$ cat src/core/pwm_dac_pkg.sv
package pwm_dac_pkg;

  // ---------------------------------------------------------------
  // geometry
  // ---------------------------------------------------------------
  localparam int unsigned CNT_W  = 16;
  localparam int unsigned ADDR_W = 4;

  // ---------------------------------------------------------------
  // register byte offsets
  // ---------------------------------------------------------------
  localparam logic [ADDR_W-1:0] OFS_COUNTER_CONTROL = 4'h0;
  localparam logic [ADDR_W-1:0] OFS_PERIOD_COMPARE  = 4'h4;
  localparam logic [ADDR_W-1:0] OFS_DUTY_CONTROL    = 4'h8;
  localparam logic [ADDR_W-1:0] OFS_DUTY_COMPARE    = 4'hC;

  // ---------------------------------------------------------------
  // counter_control fields
  // ---------------------------------------------------------------
  localparam int unsigned CC_CLR_BIT   = 2;
  localparam int unsigned CC_MODE_LSB  = 4;
  localparam int unsigned CC_DIV_LSB   = 6;
  localparam int unsigned CC_SRC_LSB   = 8;
  localparam int unsigned CC_SRC_W     = 2;
  localparam int unsigned CC_MODE_W    = 2;
  localparam int unsigned CC_DIV_W     = 2;

  // source codes
  localparam logic [CC_SRC_W-1:0] SRC_EXT_TICK  = 2'h0;
  localparam logic [CC_SRC_W-1:0] SRC_AUX_TICK  = 2'h1;
  localparam logic [CC_SRC_W-1:0] SRC_SUBSYSTEM = 2'h2;
  localparam logic [CC_SRC_W-1:0] SRC_SYS_CLK   = 2'h3;

  // counting modes
  localparam logic [CC_MODE_W-1:0] MODE_STOP       = 2'h0;
  localparam logic [CC_MODE_W-1:0] MODE_UP         = 2'h1;
  localparam logic [CC_MODE_W-1:0] MODE_CONTINUOUS = 2'h2;
  localparam logic [CC_MODE_W-1:0] MODE_UP_DOWN    = 2'h3;

  // ---------------------------------------------------------------
  // duty_channel_control fields
  // ---------------------------------------------------------------
  localparam int unsigned DC_OUT_BIT   = 2;
  localparam int unsigned DC_OMOD_LSB  = 5;
  localparam int unsigned DC_OMOD_W    = 3;
  localparam int unsigned DC_LLD_BIT   = 9;

  localparam logic [DC_OMOD_W-1:0] OMOD_OUT_BIT      = 3'h0;
  localparam logic [DC_OMOD_W-1:0] OMOD_RESET_SET    = 3'h7;

  // ---------------------------------------------------------------
  // reset values and constants
  // ---------------------------------------------------------------
  localparam logic [CNT_W-1:0]  CNT_ZERO = 16'h0000;
  localparam logic [CNT_W-1:0]  CNT_ONE  = 16'h0001;
  localparam logic [CNT_W-1:0]  CNT_MAX  = 16'hFFFF;
  localparam logic [31:0]       RD_ZERO  = 32'h0000_0000;

  // ---------------------------------------------------------------
  // carriers
  // ---------------------------------------------------------------
  typedef struct packed {
    logic [CC_SRC_W-1:0]  src;
    logic [CC_DIV_W-1:0]  div;
    logic [CC_MODE_W-1:0] mode;
  } counter_cfg_s;

  typedef struct packed {
    logic                 latch_load_at_zero;
    logic [DC_OMOD_W-1:0] out_mode;
    logic                 out_bit;
  } duty_cfg_s;

  typedef enum logic [1:0] {
    DIR_UP   = 2'b01,
    DIR_DOWN = 2'b10
  } count_dir_e;

endpackage

$ cat src/core/pwm_dac_timer.sv
// Register access over Wishbone and the register addresses were chosen for this implementation.
`timescale 1ns/100ps

// Summary of operation
// - counter ticks on divided selected source
// - continuous mode wraps at full width
// - up mode counts zero to period
// - period zero in up mode counts full
// - up-down mode counts up then down
// - period latch copies period compare register
// - up period lasts latch plus one ticks
// - in up mode at latch value next count is zero
// - entering up above latch restarts zero
// - duty compare and mode drive pin
// - duty latch loads only at counter zero when selected
// - reset/set output mode seven supported
// - in up mode with duty below period, duty equals duty plus one over period compare plus one
module pwm_dac_timer
  import pwm_dac_pkg::*;
(
  input  wire logic              sys_clk,
  input  wire logic              rst_n,
  // classic wishbone slave
  input  wire logic              wb_cyc_i,
  input  wire logic              wb_stb_i,
  input  wire logic              wb_we_i,
  input  wire logic [ADDR_W-1:0] wb_adr_i,
  input  wire logic [3:0]        wb_sel_i,
  input  wire logic [31:0]       wb_dat_i,
  output logic      [31:0]       wb_dat_o,
  output logic                   wb_ack_o,
  // tick sources
  input  wire logic              ext_tick_pin,
  input  wire logic              aux_tick_pin,
  input  wire logic              subsystem_clock_tick,
  // pwm port pin
  output logic                   pwm_out
);
  import pwm_dac_pkg::*;

  counter_cfg_s       cnt_cfg_ff;
  duty_cfg_s          duty_cfg_ff;
  logic [CNT_W-1:0]   period_compare_ff;
  logic [CNT_W-1:0]   period_latch_ff;
  logic [CNT_W-1:0]   duty_compare_ff;
  logic [CNT_W-1:0]   duty_latch_ff;
  logic [CNT_W-1:0]   cycle_counter_ff;
  logic [CNT_W-1:0]   nxt_cycle_counter;
  count_dir_e         dir_ff;
  count_dir_e         nxt_dir;
  logic [CC_MODE_W-1:0] mode_last_ff;
  logic               pwm_ff;
  logic               ack_ff;
  logic [31:0]        rd_data_ff;
  logic               tick;
  logic               clr_pulse;
  logic               wr_en;
  logic               rd_en;
  logic               run;
  logic [CNT_W-1:0]   up_top;
  logic               up_entry;

  // byte-lane merge of a 16-bit register
  function automatic logic [CNT_W-1:0] merge16(input logic [CNT_W-1:0] old,
                                                input logic [31:0] d,
                                                input logic [3:0] sel);
    logic [CNT_W-1:0] r;
    r = old;
    if (sel[0]) r[7:0] = d[7:0];
    if (sel[1]) r[15:8] = d[15:8];
    return r;
  endfunction

  // ---------------------------------------------------------------
  // wishbone slave
  // ---------------------------------------------------------------

  // one-wait-state ack, dropped the cycle after it was given;
  // a write lands on the edge at which the master samples ack
  assign wr_en = wb_cyc_i & wb_stb_i & wb_we_i & ack_ff;
  assign rd_en = wb_cyc_i & wb_stb_i & ~wb_we_i & ~ack_ff;
  assign wb_ack_o = ack_ff;
  assign wb_dat_o = rd_data_ff;

  always_ff @(posedge sys_clk) begin
    if (!rst_n) begin
      ack_ff <= 1'b0;
    end else begin
      ack_ff <= wb_cyc_i & wb_stb_i & ~ack_ff;
    end
  end

  // read mux, registered; unmapped reads as zero
  always_ff @(posedge sys_clk) begin
    if (!rst_n) begin
      rd_data_ff <= RD_ZERO;
    end else if (rd_en) begin
      case (wb_adr_i)
        OFS_COUNTER_CONTROL: rd_data_ff <= 32'({cnt_cfg_ff.src, cnt_cfg_ff.div,
                                               cnt_cfg_ff.mode, 4'h0});
        OFS_PERIOD_COMPARE:  rd_data_ff <= 32'(period_compare_ff);
        OFS_DUTY_CONTROL:    rd_data_ff <= 32'({duty_cfg_ff.latch_load_at_zero, 1'b0,
                                               duty_cfg_ff.out_mode, 2'h0,
                                               pwm_ff, 2'h0});
        OFS_DUTY_COMPARE:    rd_data_ff <= 32'(duty_compare_ff);
        default:             rd_data_ff <= RD_ZERO;
      endcase
    end
  end

  // counter_control write; clear bit is a self-clearing pulse
  always_ff @(posedge sys_clk) begin
    if (!rst_n) begin
      cnt_cfg_ff <= '0;
    end else if (wr_en && wb_adr_i == OFS_COUNTER_CONTROL && wb_sel_i[1] && wb_sel_i[0]) begin
      cnt_cfg_ff.src  <= wb_dat_i[CC_SRC_LSB +: CC_SRC_W];
      cnt_cfg_ff.div  <= wb_dat_i[CC_DIV_LSB +: CC_DIV_W];
      cnt_cfg_ff.mode <= wb_dat_i[CC_MODE_LSB +: CC_MODE_W];
    end
  end

  assign clr_pulse = wr_en && wb_adr_i == OFS_COUNTER_CONTROL && wb_sel_i[0]
                     && wb_dat_i[CC_CLR_BIT];

  // period compare and duty compare registers; only the selected
  // byte lanes change, the latches pick the value up afterwards
  always_ff @(posedge sys_clk) begin
    if (!rst_n) begin
      period_compare_ff <= CNT_ZERO;
      duty_compare_ff   <= CNT_ZERO;
    end else begin
      if (wr_en && wb_adr_i == OFS_PERIOD_COMPARE) begin
        period_compare_ff <= merge16(period_compare_ff, wb_dat_i, wb_sel_i);
      end
      if (wr_en && wb_adr_i == OFS_DUTY_COMPARE) begin
        duty_compare_ff <= merge16(duty_compare_ff, wb_dat_i, wb_sel_i);
      end
    end
  end

  // duty channel control write; out_bit drives pin in mode 0
  always_ff @(posedge sys_clk) begin
    if (!rst_n) begin
      duty_cfg_ff <= '0;
    end else if (wr_en && wb_adr_i == OFS_DUTY_CONTROL) begin
      if (wb_sel_i[0]) begin
        duty_cfg_ff.out_bit           <= wb_dat_i[DC_OUT_BIT];
        duty_cfg_ff.out_mode[0]       <= wb_dat_i[DC_OMOD_LSB];
        duty_cfg_ff.out_mode[2:1]     <= wb_dat_i[DC_OMOD_LSB+1 +: 2];
      end
      if (wb_sel_i[1]) begin
        duty_cfg_ff.latch_load_at_zero <= wb_dat_i[DC_LLD_BIT];
      end
    end
  end

  // ---------------------------------------------------------------
  // latches
  // ---------------------------------------------------------------

  // period latch follows the period compare register
  // one cycle behind it on every clock, so a byte-wise write reaches the compare half-written
  always_ff @(posedge sys_clk) begin
    if (!rst_n) begin
      period_latch_ff <= CNT_ZERO;
    end else begin
      period_latch_ff <= period_compare_ff;
    end
  end

  // duty latch: immediate, or only at counter zero when selected
  always_ff @(posedge sys_clk) begin
    if (!rst_n) begin
      duty_latch_ff <= CNT_ZERO;
    end else if (!duty_cfg_ff.latch_load_at_zero) begin
      duty_latch_ff <= duty_compare_ff;
    end else if (cycle_counter_ff == CNT_ZERO) begin
      duty_latch_ff <= duty_compare_ff;
    end
  end

  // ---------------------------------------------------------------
  // counter
  // ---------------------------------------------------------------
  assign run = cnt_cfg_ff.mode != MODE_STOP;

  tick_prescaler u_prescaler (
    .sys_clk              (sys_clk),
    .rst_n                (rst_n),
    .clr                  (clr_pulse),
    .run                  (run),
    .src                  (cnt_cfg_ff.src),
    .div                  (cnt_cfg_ff.div),
    .ext_tick_pin         (ext_tick_pin),
    .aux_tick_pin         (aux_tick_pin),
    .subsystem_clock_tick (subsystem_clock_tick),
    .tick                 (tick)
  );

  // zero period in up mode means full range
  assign up_top   = (period_latch_ff == CNT_ZERO) ? CNT_MAX : period_latch_ff;
  assign up_entry = (cnt_cfg_ff.mode == MODE_UP) && (mode_last_ff != MODE_UP);

  // next count and direction per mode
  always_comb begin
    nxt_cycle_counter = cycle_counter_ff;
    nxt_dir           = dir_ff;
    case (cnt_cfg_ff.mode)
      MODE_UP: begin
        if (cycle_counter_ff > up_top) begin
          nxt_cycle_counter = CNT_ZERO;
        end else if (tick) begin
          if (cycle_counter_ff == up_top) begin
            nxt_cycle_counter = CNT_ZERO;
          end else begin
            nxt_cycle_counter = 16'(cycle_counter_ff + CNT_ONE);
          end
        end
      end
      MODE_CONTINUOUS: begin
        if (tick) begin
          nxt_cycle_counter = 16'(cycle_counter_ff + CNT_ONE);
        end
      end
      MODE_UP_DOWN: begin
        if (tick) begin
          if (dir_ff == DIR_UP) begin
            if (cycle_counter_ff >= period_latch_ff) begin
              nxt_dir           = DIR_DOWN;
              nxt_cycle_counter = (cycle_counter_ff == CNT_ZERO) ? CNT_ZERO
                                  : 16'(cycle_counter_ff - CNT_ONE);
            end else begin
              nxt_cycle_counter = 16'(cycle_counter_ff + CNT_ONE);
            end
          end else begin
            if (cycle_counter_ff == CNT_ZERO) begin
              nxt_dir           = DIR_UP;
              nxt_cycle_counter = (period_latch_ff == CNT_ZERO) ? CNT_ZERO : CNT_ONE;
            end else begin
              nxt_cycle_counter = 16'(cycle_counter_ff - CNT_ONE);
            end
          end
        end
      end
      default: begin
        nxt_cycle_counter = cycle_counter_ff;
      end
    endcase
  end

  // counter, direction and mode history
  always_ff @(posedge sys_clk) begin
    if (!rst_n) begin
      cycle_counter_ff <= CNT_ZERO;
      dir_ff           <= DIR_UP;
      mode_last_ff     <= MODE_STOP;
    end else begin
      mode_last_ff <= cnt_cfg_ff.mode;
      if (clr_pulse) begin
        cycle_counter_ff <= CNT_ZERO;
        dir_ff           <= DIR_UP;
      end else if (up_entry && cycle_counter_ff > up_top) begin
        cycle_counter_ff <= CNT_ZERO;
      end else begin
        cycle_counter_ff <= nxt_cycle_counter;
        dir_ff           <= nxt_dir;
      end
    end
  end

  // ---------------------------------------------------------------
  // output unit
  // ---------------------------------------------------------------

  // reset/set: low at duty match, high at period; in up mode with duty below period, duty = (duty+1)/(period+1)
  // when duty equals period the low side wins and the pin stays low
  always_ff @(posedge sys_clk) begin
    if (!rst_n) begin
      pwm_ff <= 1'b0;
    end else begin
      case (duty_cfg_ff.out_mode)
        OMOD_RESET_SET: begin
          if (tick && run && cycle_counter_ff == duty_latch_ff) begin
            pwm_ff <= 1'b0;
          end else if (tick && run && cycle_counter_ff == period_latch_ff) begin
            pwm_ff <= 1'b1;
          end
        end
        OMOD_OUT_BIT: pwm_ff <= duty_cfg_ff.out_bit;
        default:      pwm_ff <= duty_cfg_ff.out_bit;
      endcase
    end
  end

  assign pwm_out = pwm_ff;

endmodule

$ cat src/core/tick_prescaler.sv
`timescale 1ns/100ps

// ---------------------------------------------------------------
// tick source select and 1/2/4/8 divider
// ---------------------------------------------------------------
module tick_prescaler
  import pwm_dac_pkg::*;
(
  input  wire logic                 sys_clk,
  input  wire logic                 rst_n,
  input  wire logic                 clr,
  input  wire logic                 run,
  input  wire logic [CC_SRC_W-1:0]  src,
  input  wire logic [CC_DIV_W-1:0]  div,
  input  wire logic                 ext_tick_pin,
  input  wire logic                 aux_tick_pin,
  input  wire logic                 subsystem_clock_tick,
  output logic                      tick
);
  import pwm_dac_pkg::*;

  logic [1:0] ext_sync_ff;
  logic [1:0] aux_sync_ff;
  logic       ext_last_ff;
  logic       aux_last_ff;
  logic       src_tick;
  logic [2:0] div_cnt_ff;
  logic [2:0] div_mask;

  // two-stage synchronisers for pin tick sources
  always_ff @(posedge sys_clk) begin
    if (!rst_n) begin
      ext_sync_ff <= 2'h0;
      aux_sync_ff <= 2'h0;
      ext_last_ff <= 1'b0;
      aux_last_ff <= 1'b0;
    end else begin
      ext_sync_ff <= {ext_sync_ff[0], ext_tick_pin};
      aux_sync_ff <= {aux_sync_ff[0], aux_tick_pin};
      ext_last_ff <= ext_sync_ff[1];
      aux_last_ff <= aux_sync_ff[1];
    end
  end

  // pick the raw tick; pin sources count rising edges
  always_comb begin
    case (src)
      SRC_EXT_TICK:  src_tick = ext_sync_ff[1] & ~ext_last_ff;
      SRC_AUX_TICK:  src_tick = aux_sync_ff[1] & ~aux_last_ff;
      SRC_SUBSYSTEM: src_tick = subsystem_clock_tick;
      default:       src_tick = 1'b1;
    endcase
  end

  // divide mask: 0,1,3,7 for /1,/2,/4,/8
  assign div_mask = 3'((4'h1 << div) - 4'h1);

  // divider counter, cleared with the main counter
  always_ff @(posedge sys_clk) begin
    if (!rst_n || clr || !run) begin
      div_cnt_ff <= 3'h0;
    end else if (src_tick) begin
      div_cnt_ff <= (div_cnt_ff == div_mask) ? 3'h0 : 3'(div_cnt_ff + 3'h1);
    end
  end

  assign tick = run & src_tick & (div_cnt_ff == div_mask);

endmodule

$ cat config.mk
export PLATFORM = sky130hd
export DESIGN_NAME = pwm_dac_timer
export DESIGN_NICKNAME = d
export VERILOG_FILES = /design/src/core/pwm_dac_pkg.sv /design/src/core/pwm_dac_timer.sv /design/src/core/tick_prescaler.sv
export SDC_FILE = /design/constraint.sdc
export NUM_CORES = 1
export LEC_CHECK = 0
export BUFFER_PORTS_ARGS = -buffer_cell sky130_fd_sc_hd__buf_2
export CAP_MARGIN = 20
export CORE_MARGIN = 3
export CORE_UTILIZATION = 50
export DETAILED_ROUTE_END_ITERATION = 16
export HOLD_SLACK_MARGIN = 0.08
export PLACE_DENSITY = 0.7
export SETUP_SLACK_MARGIN = 0.5
export SYNTH_ARGS = -nofsm -noshare
export SYNTH_HDL_FRONTEND = slang
export SYNTH_HIERARCHICAL = 1
export SYNTH_SLANG_ARGS = --single-unit
$ cat constraint.sdc
create_clock -name sys_clk -period 4.8 [get_ports sys_clk]
set_clock_uncertainty 0.15 [all_clocks]
set_input_delay 0.96 -clock sys_clk [delete_from_list [all_inputs] [get_ports sys_clk]]
set_output_delay 0.96 -clock sys_clk [all_outputs]
set_load 0.02 [all_outputs]
**After elaboration in Yosys (flattened, before gate mapping)**

Cells that the tools add are included.

- Input bits: 48
- ROM bits: 0
- Memories kept: 0
- Register bits after elaboration: 138
- Memory bits (writable): 0
- Latch bits: 0

- Shifts and indexed selects: 1
- $mul: 0
- Mux-type cells: 23
- Div/mod/pow operators: 0
- Bitwise operators: 16
- Equality and inequality tests: 21
- Reductions and logical operators: 34
- Add/subtract/negate cells: 4
- $lt $le $gt $ge: 2

Operators with widths:

| operator | number |
|---|---|
| 16-bit 2-to-1 mux | 12 |
| 16-bit case mux with 4 select lines | 1 |
| 16-bit == test | 3 |
| 16-bit case mux with 3 select lines | 1 |
| 16-bit logical NOT | 2 |
| 16-bit by 1-bit adder with 16-bit output (second input constant) | 1 |
| 16-bit >= comparator | 1 |
| 16-bit greater-than comparator | 1 |
| 16-bit by 1-bit subtractor with 16-bit output (second input constant) | 1 |
| 1-bit logical AND | 13 |
| 2-bit AND reduction | 6 |
| 1-bit bitwise AND | 10 |
| 4-bit == test (second input constant) | 2 |
| 2-bit by 1-bit == test with 1-bit output (second input constant) | 3 |
| 2-bit == test (second input constant) | 3 |
| 2-bit 2-to-1 mux | 3 |
| 2-bit by 1-bit inequality test with 1-bit output (second input constant) | 3 |
| 1-bit inverter | 6 |
| 5-bit AND reduction | 1 |
| 4-bit by 3-bit == test with 1-bit output (second input constant) | 1 |
| 4-bit logical NOT | 1 |
| 1-bit 2-to-1 mux | 4 |
| 2-bit inequality test (second input constant) | 2 |
| 4-bit AND reduction | 1 |
| other kinds (16) | 19 |

**Longest topological paths before layout**

Gate-level depths: netlist of the first run.

- Depth after elaboration: 10
- Depth in mapped cells: 16
- Depth with buffers taken out: 12

**By module**

Netlist of the first run, hierarchy kept.

By module, submodules not included:

| module | times used | sequential area each (sq um) | cells an instance | area an instance (sq um) |
|---|---|---|---|---|
| pwm_dac_timer | 1 | 2262.2 | 742 | 6268.5 |
| tick_prescaler | 1 | 180.2 | 41 | 397.9 |

**Least setup slack after synthesis of the first run**

OpenSTA, ideal clock, no wires.

- Kind: register to register
- Start point: register period_latch_ff[1]
- End point: register cycle_counter_ff[2]
- Slack: 1268 ps
- Period minus slack after synthesis: 3532 ps
- Setup time: 128 ps
- Stages on the path, launching flop included: 17
- Arrival time: 3254 ps
- Data required time: 4522 ps
- Cell sequence: dfxtp_1 nor4_1 and4_1 clkbuf_1 clkbuf_1 nor2_1 ha_1 nand4_1 nor4_1 a2111oi_0 and3_1 o21ba_1 buf_2 buf_2 o221ai_1 a22oi_1 nor2_1

- Longest elaborated chain between the ends: 7
- Elaborated cells on any way between the ends: 16
- Classes of those cells: order compare: 2; eq/ne: 2; mux: 8; reduce/logical: 4

RTL lines:

| what | RTL line | RTL |
|---|---|---|
| start: declaration | pwm_dac_timer.sv:44 | `logic [CNT_W-1:0] period_latch_ff;` |
| start signal: assignment | pwm_dac_timer.sv:167 | `period_latch_ff <= period_compare_ff;` |
| branches (longest 7 deep; another with 16-bit greater-than comparator) | -- |  |
| end signal: assignment | pwm_dac_timer.sv:265 | `cycle_counter_ff <= nxt_cycle_counter;` |
| end: declaration | pwm_dac_timer.sv:47 | `logic [CNT_W-1:0] cycle_counter_ff;` |

Several ways; the timed one is not identified. The select of a mux whose other input is x is not followed.
A chain may end at the register's enable or synchronous reset.

**Worst setup path after layout of the first run**

- Start point: register period_latch_ff[11]
- End point: register cycle_counter_ff[9]

The elaborated chain is that of the path after synthesis.

==> results.cfg, run 1 <==
[run_status]
status = complete, no violations

[hold_path]
holdPathEnd = u_prescaler/ext_sync_ff[1]
hold_class = flop to flop
min_from = u_prescaler/ext_sync_ff[0]
hold-path-cell-count = 1

[finish]
nets = 895
areaGrowthSynthToFinish_pct = 12.5
drive_gt1_share_pct = 13.1
diodes = 0
fin_area_um2 = 7500
utilization_pct = 58.5

[placed_design]
port_buffers = 47
detailed_place_hpwl_um = 12300
pre_cts_ws_ns = 0.687
placed_area_um2 = 6910
gp_congestion = 0.867

[global_routing]
grt_max_degree = 69
grt.total_usage_pct = 23.9
antenna_found_initial = 0
grt.overflow.total = 0
grt_pass1_vias = 5662
grt_pass1_wl_um = 27900

[run]
maxCapViolCount = 0

[timing]
layout_setup_ws_ns = 0.921
worst_slew_pin_slew_ns = 0.735
relSlewSlack_pct = 50.8
fin_crit_ns = 3.88
rsz0062_at_grt = no
timing.setup.tns_ns = 0
setup_violations = 0
timing.final.max_slew_violations = 0
hold_violations = 0
timing.final.crit_share_pct = 80.8
fmax_mhz = 258

[critical_path]
critPathArrivalTime_ns = 4.02
crit_path_start_kind = flop
path_class = flop to flop
reg2reg_depth = 12
rr_endpoint = cycle_counter_ff[9]
r2r_start = period_latch_ff[11]
crit_fanout = 17
ff2ff_setup_slack_ns = 0.92
cp-end-kind = flop
required_ns = 4.94

[detailed_routing]
num_vias = 5793
drt_iter0_markers = 560
via_per_inst = 5.82
final_antenna_net_count = 0
routed_wl_um = 17000
drcViolationCount = 0
dr.pass1.iters = 5
wl_per_cell_um = 17.1

[synth]
synth_cell_type_count = 66
ys_top_cells_by_count = 122 x dfxtp_1, 70 x nand2_1, 52 x nor2_1
synth_area_um2 = 6670
syn_avg_cell_area_um2 = 8.51
yosys_register_bits = 122
syn_inst = 783
ys.flop_type = dfxtp_1
seq_area_frac_synth_pct = 36.6
synth_edf_count = 0
synth_area_leaders = dfxtp_1 37%, ha_1 6.8%, mux2i_1 5.9%, nor2b_1 4.6%, nand2_1 3.9%
synth_most_common_cell = dfxtp_1
yosys_warnings = 6
yosysTopAreaCell = dfxtp_1
yosysTopAreaCellShare_pct = 36.6
ys_async_sr_fraction_pct = 0

[cts]
cts-resized-gates = 0
cts_sinks = 122
postCtsHoldBufs = 0
htreeDepth = 4
post-cts-setup-buffers = 0
cts_tree = built
clk_latency_ns = 0.41
clockBufferDepth = 2
cts_root_buffer = clkbuf_16
cts_buffers = 17
path_clk_slew_ns = 0.06

[pwr]
power_density_nw_per_um2 = 315
leakagePower_nw = 3.16
ir_drop_v = 0.000282
total_power_mw = 2.36

[die]
core-area_um2 = 12800
dieHeight_um = 121
pin_count = 82
initial_utilization_pct = 52.0
die-width_um = 121
die_area_um2 = 14800
rows = 41
[per-stage QoR]
step	hold slack [ns]	std cells
final	0.283	996
after global routing	0.294	996
after CTS	0.282	995
after detailed placement	0.267	963
after floorplan	0.262	798
after global placement	0.269	963
[placed cells by master, fill, tap and decap left out, types with 4 or more instances in the layout]
| cell | instances |
|---|---|
| dfxtp_1 | 122 |
| nand2_1 | 70 |
| nor2_1 | 52 |
| nor2b_1 | 49 |
| buf_2 | 47 |
| mux2i_1 | 39 |
| nand3_1 | 37 |
| ha_1 | 36 |
| and2_1 | 35 |
| a21oi_1 | 35 |
| inv_1 | 29 |
| o21ai_0 | 23 |
| a22oi_1 | 22 |
| a21boi_0 | 21 |
| clkbuf_16 | 17 |
| xnor2_1 | 16 |
| conb_1 | 16 |
| nor4_1 | 13 |
| nand4_1 | 13 |
| or3_1 | 8 |
| o21ai_1 | 8 |
| buf_4 | 8 |
| nor3_1 | 7 |
| nand2b_1 | 6 |
| xor2_1 | 6 |
| and3_1 | 5 |
| inv_6 | 5 |
| or2_2 | 4 |
| a222oi_1 | 4 |
| a32oi_1 | 4 |
| or4_1 | 4 |
| o22ai_1 | 4 |
| a31oi_1 | 4 |
[registers in the layout, indices dropped and copies added (netlist names), 2 cells and up]
name	flops
wb_dat_o	16
duty_compare_ff	16
duty_latch_ff	16
cnt_cfg_ff	6
cycle_counter_ff	16
u_prescaler/ext_sync_ff	2
mode_last_ff	2
dir_ff	2
period_latch_ff	16
u_prescaler/div_cnt_ff	3
period_compare_ff	16
duty_cfg_ff	5
u_prescaler/aux_sync_ff	2
[critical path, cell delays in order, from the launching register on]
cell and delay (ns):
dfxtp_1 0.33, nor4_1 0.37, and4_2 0.49, nor2_1 0.09
ha_1 0.30, nand4_1 0.18, nor4_1 0.49, a2111oi_0 0.13
and3_1 0.22, o21ba_2 0.42, nor2_1 0.16, a222oi_1 0.35
nor2_1 0.07
[worst max path at each step]
stage	start	to	slack, ns	depth (start not counted)
finish	period_latch_ff[11]	cycle_counter_ff[9]	0.92	12
global route	period_latch_ff[11]	cycle_counter_ff[9]	0.67	12
CTS	period_latch_ff[11]	cycle_counter_ff[9]	0.66	11
detailed placement	period_latch_ff[11]	cycle_counter_ff[9]	0.69	11
global placement	period_latch_ff[11]	cycle_counter_ff[8]	0.79	11
floorplan	period_latch_ff[1]	cycle_counter_ff[2]	1.27	16
[metal layers]
layer | part of all wire, % | track usage, % | vias to the layer above
met1 | 42 | 29.8 | 2737
met2 | 48 | 39.6 | 226
met5 | 0 | 0 | -
met3 | 6.4 | 4.90 | 40
met4 | 3.1 | 10.8 | 0
li1 | - | - | 2790
[cells by family (layout without fill, tap and decap cells)]
| kind of cell | Yosys count | in the layout | synth area share, % |
|---|---|---|---|
| buffers and inverters | 90 | 116 | 6.72 |
| other | 1 | 16 | 0.0563 |
| DFF | 122 | 122 | 36.6 |
| AOI/OAI and AO/OA | 151 | 151 | 15.4 |
| adders and majority gates | 36 | 36 | 6.76 |
| xor gates and xnor gates | 22 | 22 | 2.89 |
| and+or+nand+nor | 322 | 322 | 25.7 |
| muxes | 39 | 39 | 5.86 |
[layout make-up]
type | instances | area [um^2]
inverter | 29 | 109
sequential | 122 | 2440
timing repair buffer | 55 | 295
clock inverter | 14 | 138
tap | 172 | 215
clock buffer | 18 | 429
multi-input combinational | 586 | 3870
fill | 1133 | 5330
[power by group]
| part | leakage (nW) | switching (mW) | total (mW) | internal, mW |
|---|---|---|---|---|
| Sequential | 0.984 | 0.00782 | 1.03 | 1.02 |
| Combinational | 1.90 | 0.0724 | 0.113 | 0.0410 |
| Clock | 0.272 | 0.500 | 1.23 | 0.725 |
| Total | 3.16 | 0.581 | 2.36 | 1.78 |
Power figures use the tool's default switching activity.
==> run 2: changes to the inputs <==
- ABC_AREA: unset -> 1
- PLACE_DENSITY: 0.7 -> 0.72
- clock period: 4.8 -> 3.52 ns (I/O delays scaled with it)
==> results.cfg, run 2 <==
[run_status]
status = complete, no violations

[synth]
syn_inst = 1088
syn_avg_cell_area_um2 = 6.86
ys_top_cells_by_count = 251 x nand2_1, 149 x inv_1, 136 x nor2_1
seq_area_frac_synth_pct = 32.7
ys_async_sr_fraction_pct = 0
yosysTopAreaCell = dfxtp_1
synthMuxAreaShare_pct = 0
synth_area_leaders = dfxtp_1 33%, nand2_1 13%, inv_1 7.5%, nor2_1 6.8%, ha_1 6.0%
yosys_register_bits = 122
synth_compound_area_share_pct = 11.7
synth_fa_ha_area_share_pct = 6.03
synth_edf_count = 0
synth_area_um2 = 7470
synthXorXnorAreaFrac_pct = 2.70
ys.flop_type = dfxtp_1
synth_cell_type_count = 48
yosys_warnings = 6
synth_top_family_by_area = simple AND/OR/NAND/NOR gates
yosysTopAreaCellShare_pct = 32.7
synth-simple-area-share_pct = 33.3
synth_most_common_cell = nand2_1

[cts]
cts_root_buffer = clkbuf_16
path_clk_slew_ns = 0.06
htreeDepth = 4
clk_latency_ns = 0.43
cts_buffers = 17
clockBufferDepth = 2
cts_tree = built
postCtsHoldBufs = 0
cts_sinks = 122

[finish]
multi_input_area_um2 = 4140
drive_gt1_share_pct = 16.7
utilization_pct = 58.0
register_area_um2 = 2440
diodes = 0
final_common_cell = nand2_1
fill_cells = 1335
layout_common_cells = 250 x nand2_1, 147 x inv_1, 133 x nor2_1
areaGrowthSynthToFinish_pct = 13.4
nets = 1218

[die]
pin_count = 82
core-area_um2 = 14600
die-width_um = 128
rows = 44
die_area_um2 = 16400
initial_utilization_pct = 51.2
dieHeight_um = 128

[critical_path]
crit_cells = 20
path_cells = inv_1 > nand4_1 > nor2_4 > nand2_2 > inv_4 > buf_8 > nor2_1 > ha_1 > nand2_1 > nor2_4 > nand2_2 > nor2_4 > nor3_2 > nand2_2 > nand2_4 > buf_6 > buf_4 > nand2_1 > inv_1 > a21oi_2
path_class = flop to flop
crit_path_start_kind = flop
critPathBufInv = 6
required_ns = 3.73
reg2reg_depth = 20
cp-end-kind = flop
endpoint = cycle_counter_ff[7]
rr_endpoint = cycle_counter_ff[7]
ff2ff_setup_slack_ns = 0.69
slowest_stage = dfxtp_1
crit_fanout = 8
critPathArrivalTime_ns = 3.04
r2r_start = period_latch_ff[8]
cp_top_family = simple AND/OR/NAND/NOR gates
cp-startpoint = period_latch_ff[8]
slowest_delay_ns = 0.31

[pwr]
p_sw_share_pct = 22.5
leakagePower_nw = 4.35
ir_drop_v = 0.000338
total_power_mw = 3.31
power_frac_seq_pct = 41.9
combPwrFrac_pct = 2.9
clockPowerShare_pct = 55.2
power_density_nw_per_um2 = 391
p_int_mw = 2.57
p_switching_mw = 0.743

[detailed_routing]
drt_iter0_markers = 608
num_vias = 6918
routed_wl_um = 19400
drcViolationCount = 0
final_antenna_net_count = 0
via_per_inst = 5.20
dr.pass1.iters = 5
wl_per_cell_um = 14.6

[global_routing]
grt.overflow.total = 0
grt.total_usage_pct = 23.8
grt_pass1_vias = 6498
antenna_found_initial = 0
grt_pass1_wl_um = 31500
grt_max_degree = 74

[placed_design]
port_buffers = 47
detailed_place_hpwl_um = 13900
gp_congestion = 0.944
pre_cts_ws_ns = 0.520

[timing]
fin_crit_ns = 2.83
timing.setup.tns_ns = 0
layout_setup_ws_ns = 0.690
fmax_mhz = 353
relSlewSlack_pct = 45.6
timing.final.crit_share_pct = 80.4
hold-worst-slack_ns = 0.264
timing.final.max_slew_violations = 0
setup_violations = 0
hold_violations = 0
worst_slew_pin_slew_ns = 0.811
rsz0062_at_grt = no

[run]
maxCapViolCount = 0

[hold_path]
hold_class = flop to flop
## run 2: how the worst min path moves through the flow
stage / startpoint / endpoint / slack, ns / cells past startpoint
2_1_floorplan: u_prescaler/aux_sync_ff[0] / u_prescaler/aux_sync_ff[1] / 0.24 / 2
3_3_place_gp: u_prescaler/ext_sync_ff[0] / u_prescaler/ext_sync_ff[1] / 0.24 / 2
3_5_place_dp: u_prescaler/ext_sync_ff[0] / u_prescaler/ext_sync_ff[1] / 0.26 / 2
4_1_cts: u_prescaler/ext_sync_ff[0] / u_prescaler/ext_sync_ff[1] / 0.27 / 2
5_1_grt: u_prescaler/ext_sync_ff[1] / u_prescaler/ext_last_ff / 0.30 / 2
6_report: u_prescaler/ext_sync_ff[0] / u_prescaler/ext_sync_ff[1] / 0.26 / 2
## run 2: worst reg2reg max path, stage by stage, from the launching register on
cell and delay [ns]:
dfxtp_1 0.31, inv_1 0.08, nand4_1 0.14, nor2_4 0.18
nand2_2 0.10, inv_4 0.09, buf_8 0.14, nor2_1 0.05
ha_1 0.29, nand2_1 0.09, nor2_4 0.16, nand2_2 0.12
nor2_4 0.15, nor3_2 0.06, nand2_2 0.11, nand2_4 0.08
buf_6 0.16, buf_4 0.12, nand2_1 0.05, inv_1 0.05
a21oi_2 0.09
## run 2: layout make-up
cell class / count / share of cell area [%]
flip-flops and latches: 122 / 28.8
well taps: 184 / 2.72
clock inverters: 12 / 1.91
multi-input cells: 765 / 48.9
repair buffers: 67 / 4.93
clock buffers: 20 / 5.39
inverters: 161 / 7.28
## run 2: what timing repair did
item | 4_1_cts | 5_1_grt
hold endpoints to repair | 0 | 0
gates resized for setup | 0 | 20
setup endpoints to repair | 0 | 16
buffers inserted | 0 | 3
## run 2: stage by stage
| stage | std cells | cell area, um^2 |
|---|---|---|
| floorplan | 1103 | 7520 |
| global placement | 1294 | 7720 |
| detailed placement | 1294 | 7720 |
| CTS | 1326 | 8340 |
| global route | 1331 | 8470 |
| finish | 1331 | 8470 |
## run 2: cells by family (layout without fill, tap and decap cells)
logic type | count (synthesis) | in the layout
adder cells (fa/ha/maj) | 36 | 36
XOR/XNOR | 23 | 23
other | 1 | 16
flip-flops | 122 | 122
buffers and inverters | 217 | 260
AND/OR/NAND/NOR | 538 | 539
AO/OA/AOI/OAI | 151 | 151
## run 2: power by group through the flow
stage	registers (mW)	clock network (mW)	logic, mW
after floorplan	1.42	0	0.0737
after global placement	1.42	0	0.0952
after detailed placement	1.42	0	0.0956
after CTS	1.39	1.84	0.0964
after global routing	1.39	1.90	0.108
final	1.39	1.83	0.0974
## run 2: routing by layer
layer  share of wire (%)  global-route usage (%)
met1                  45                    31.3
met4                 3.2                    9.86
met3                 6.5                    5.04
met5                   0                       0
met2                  45                    38.1
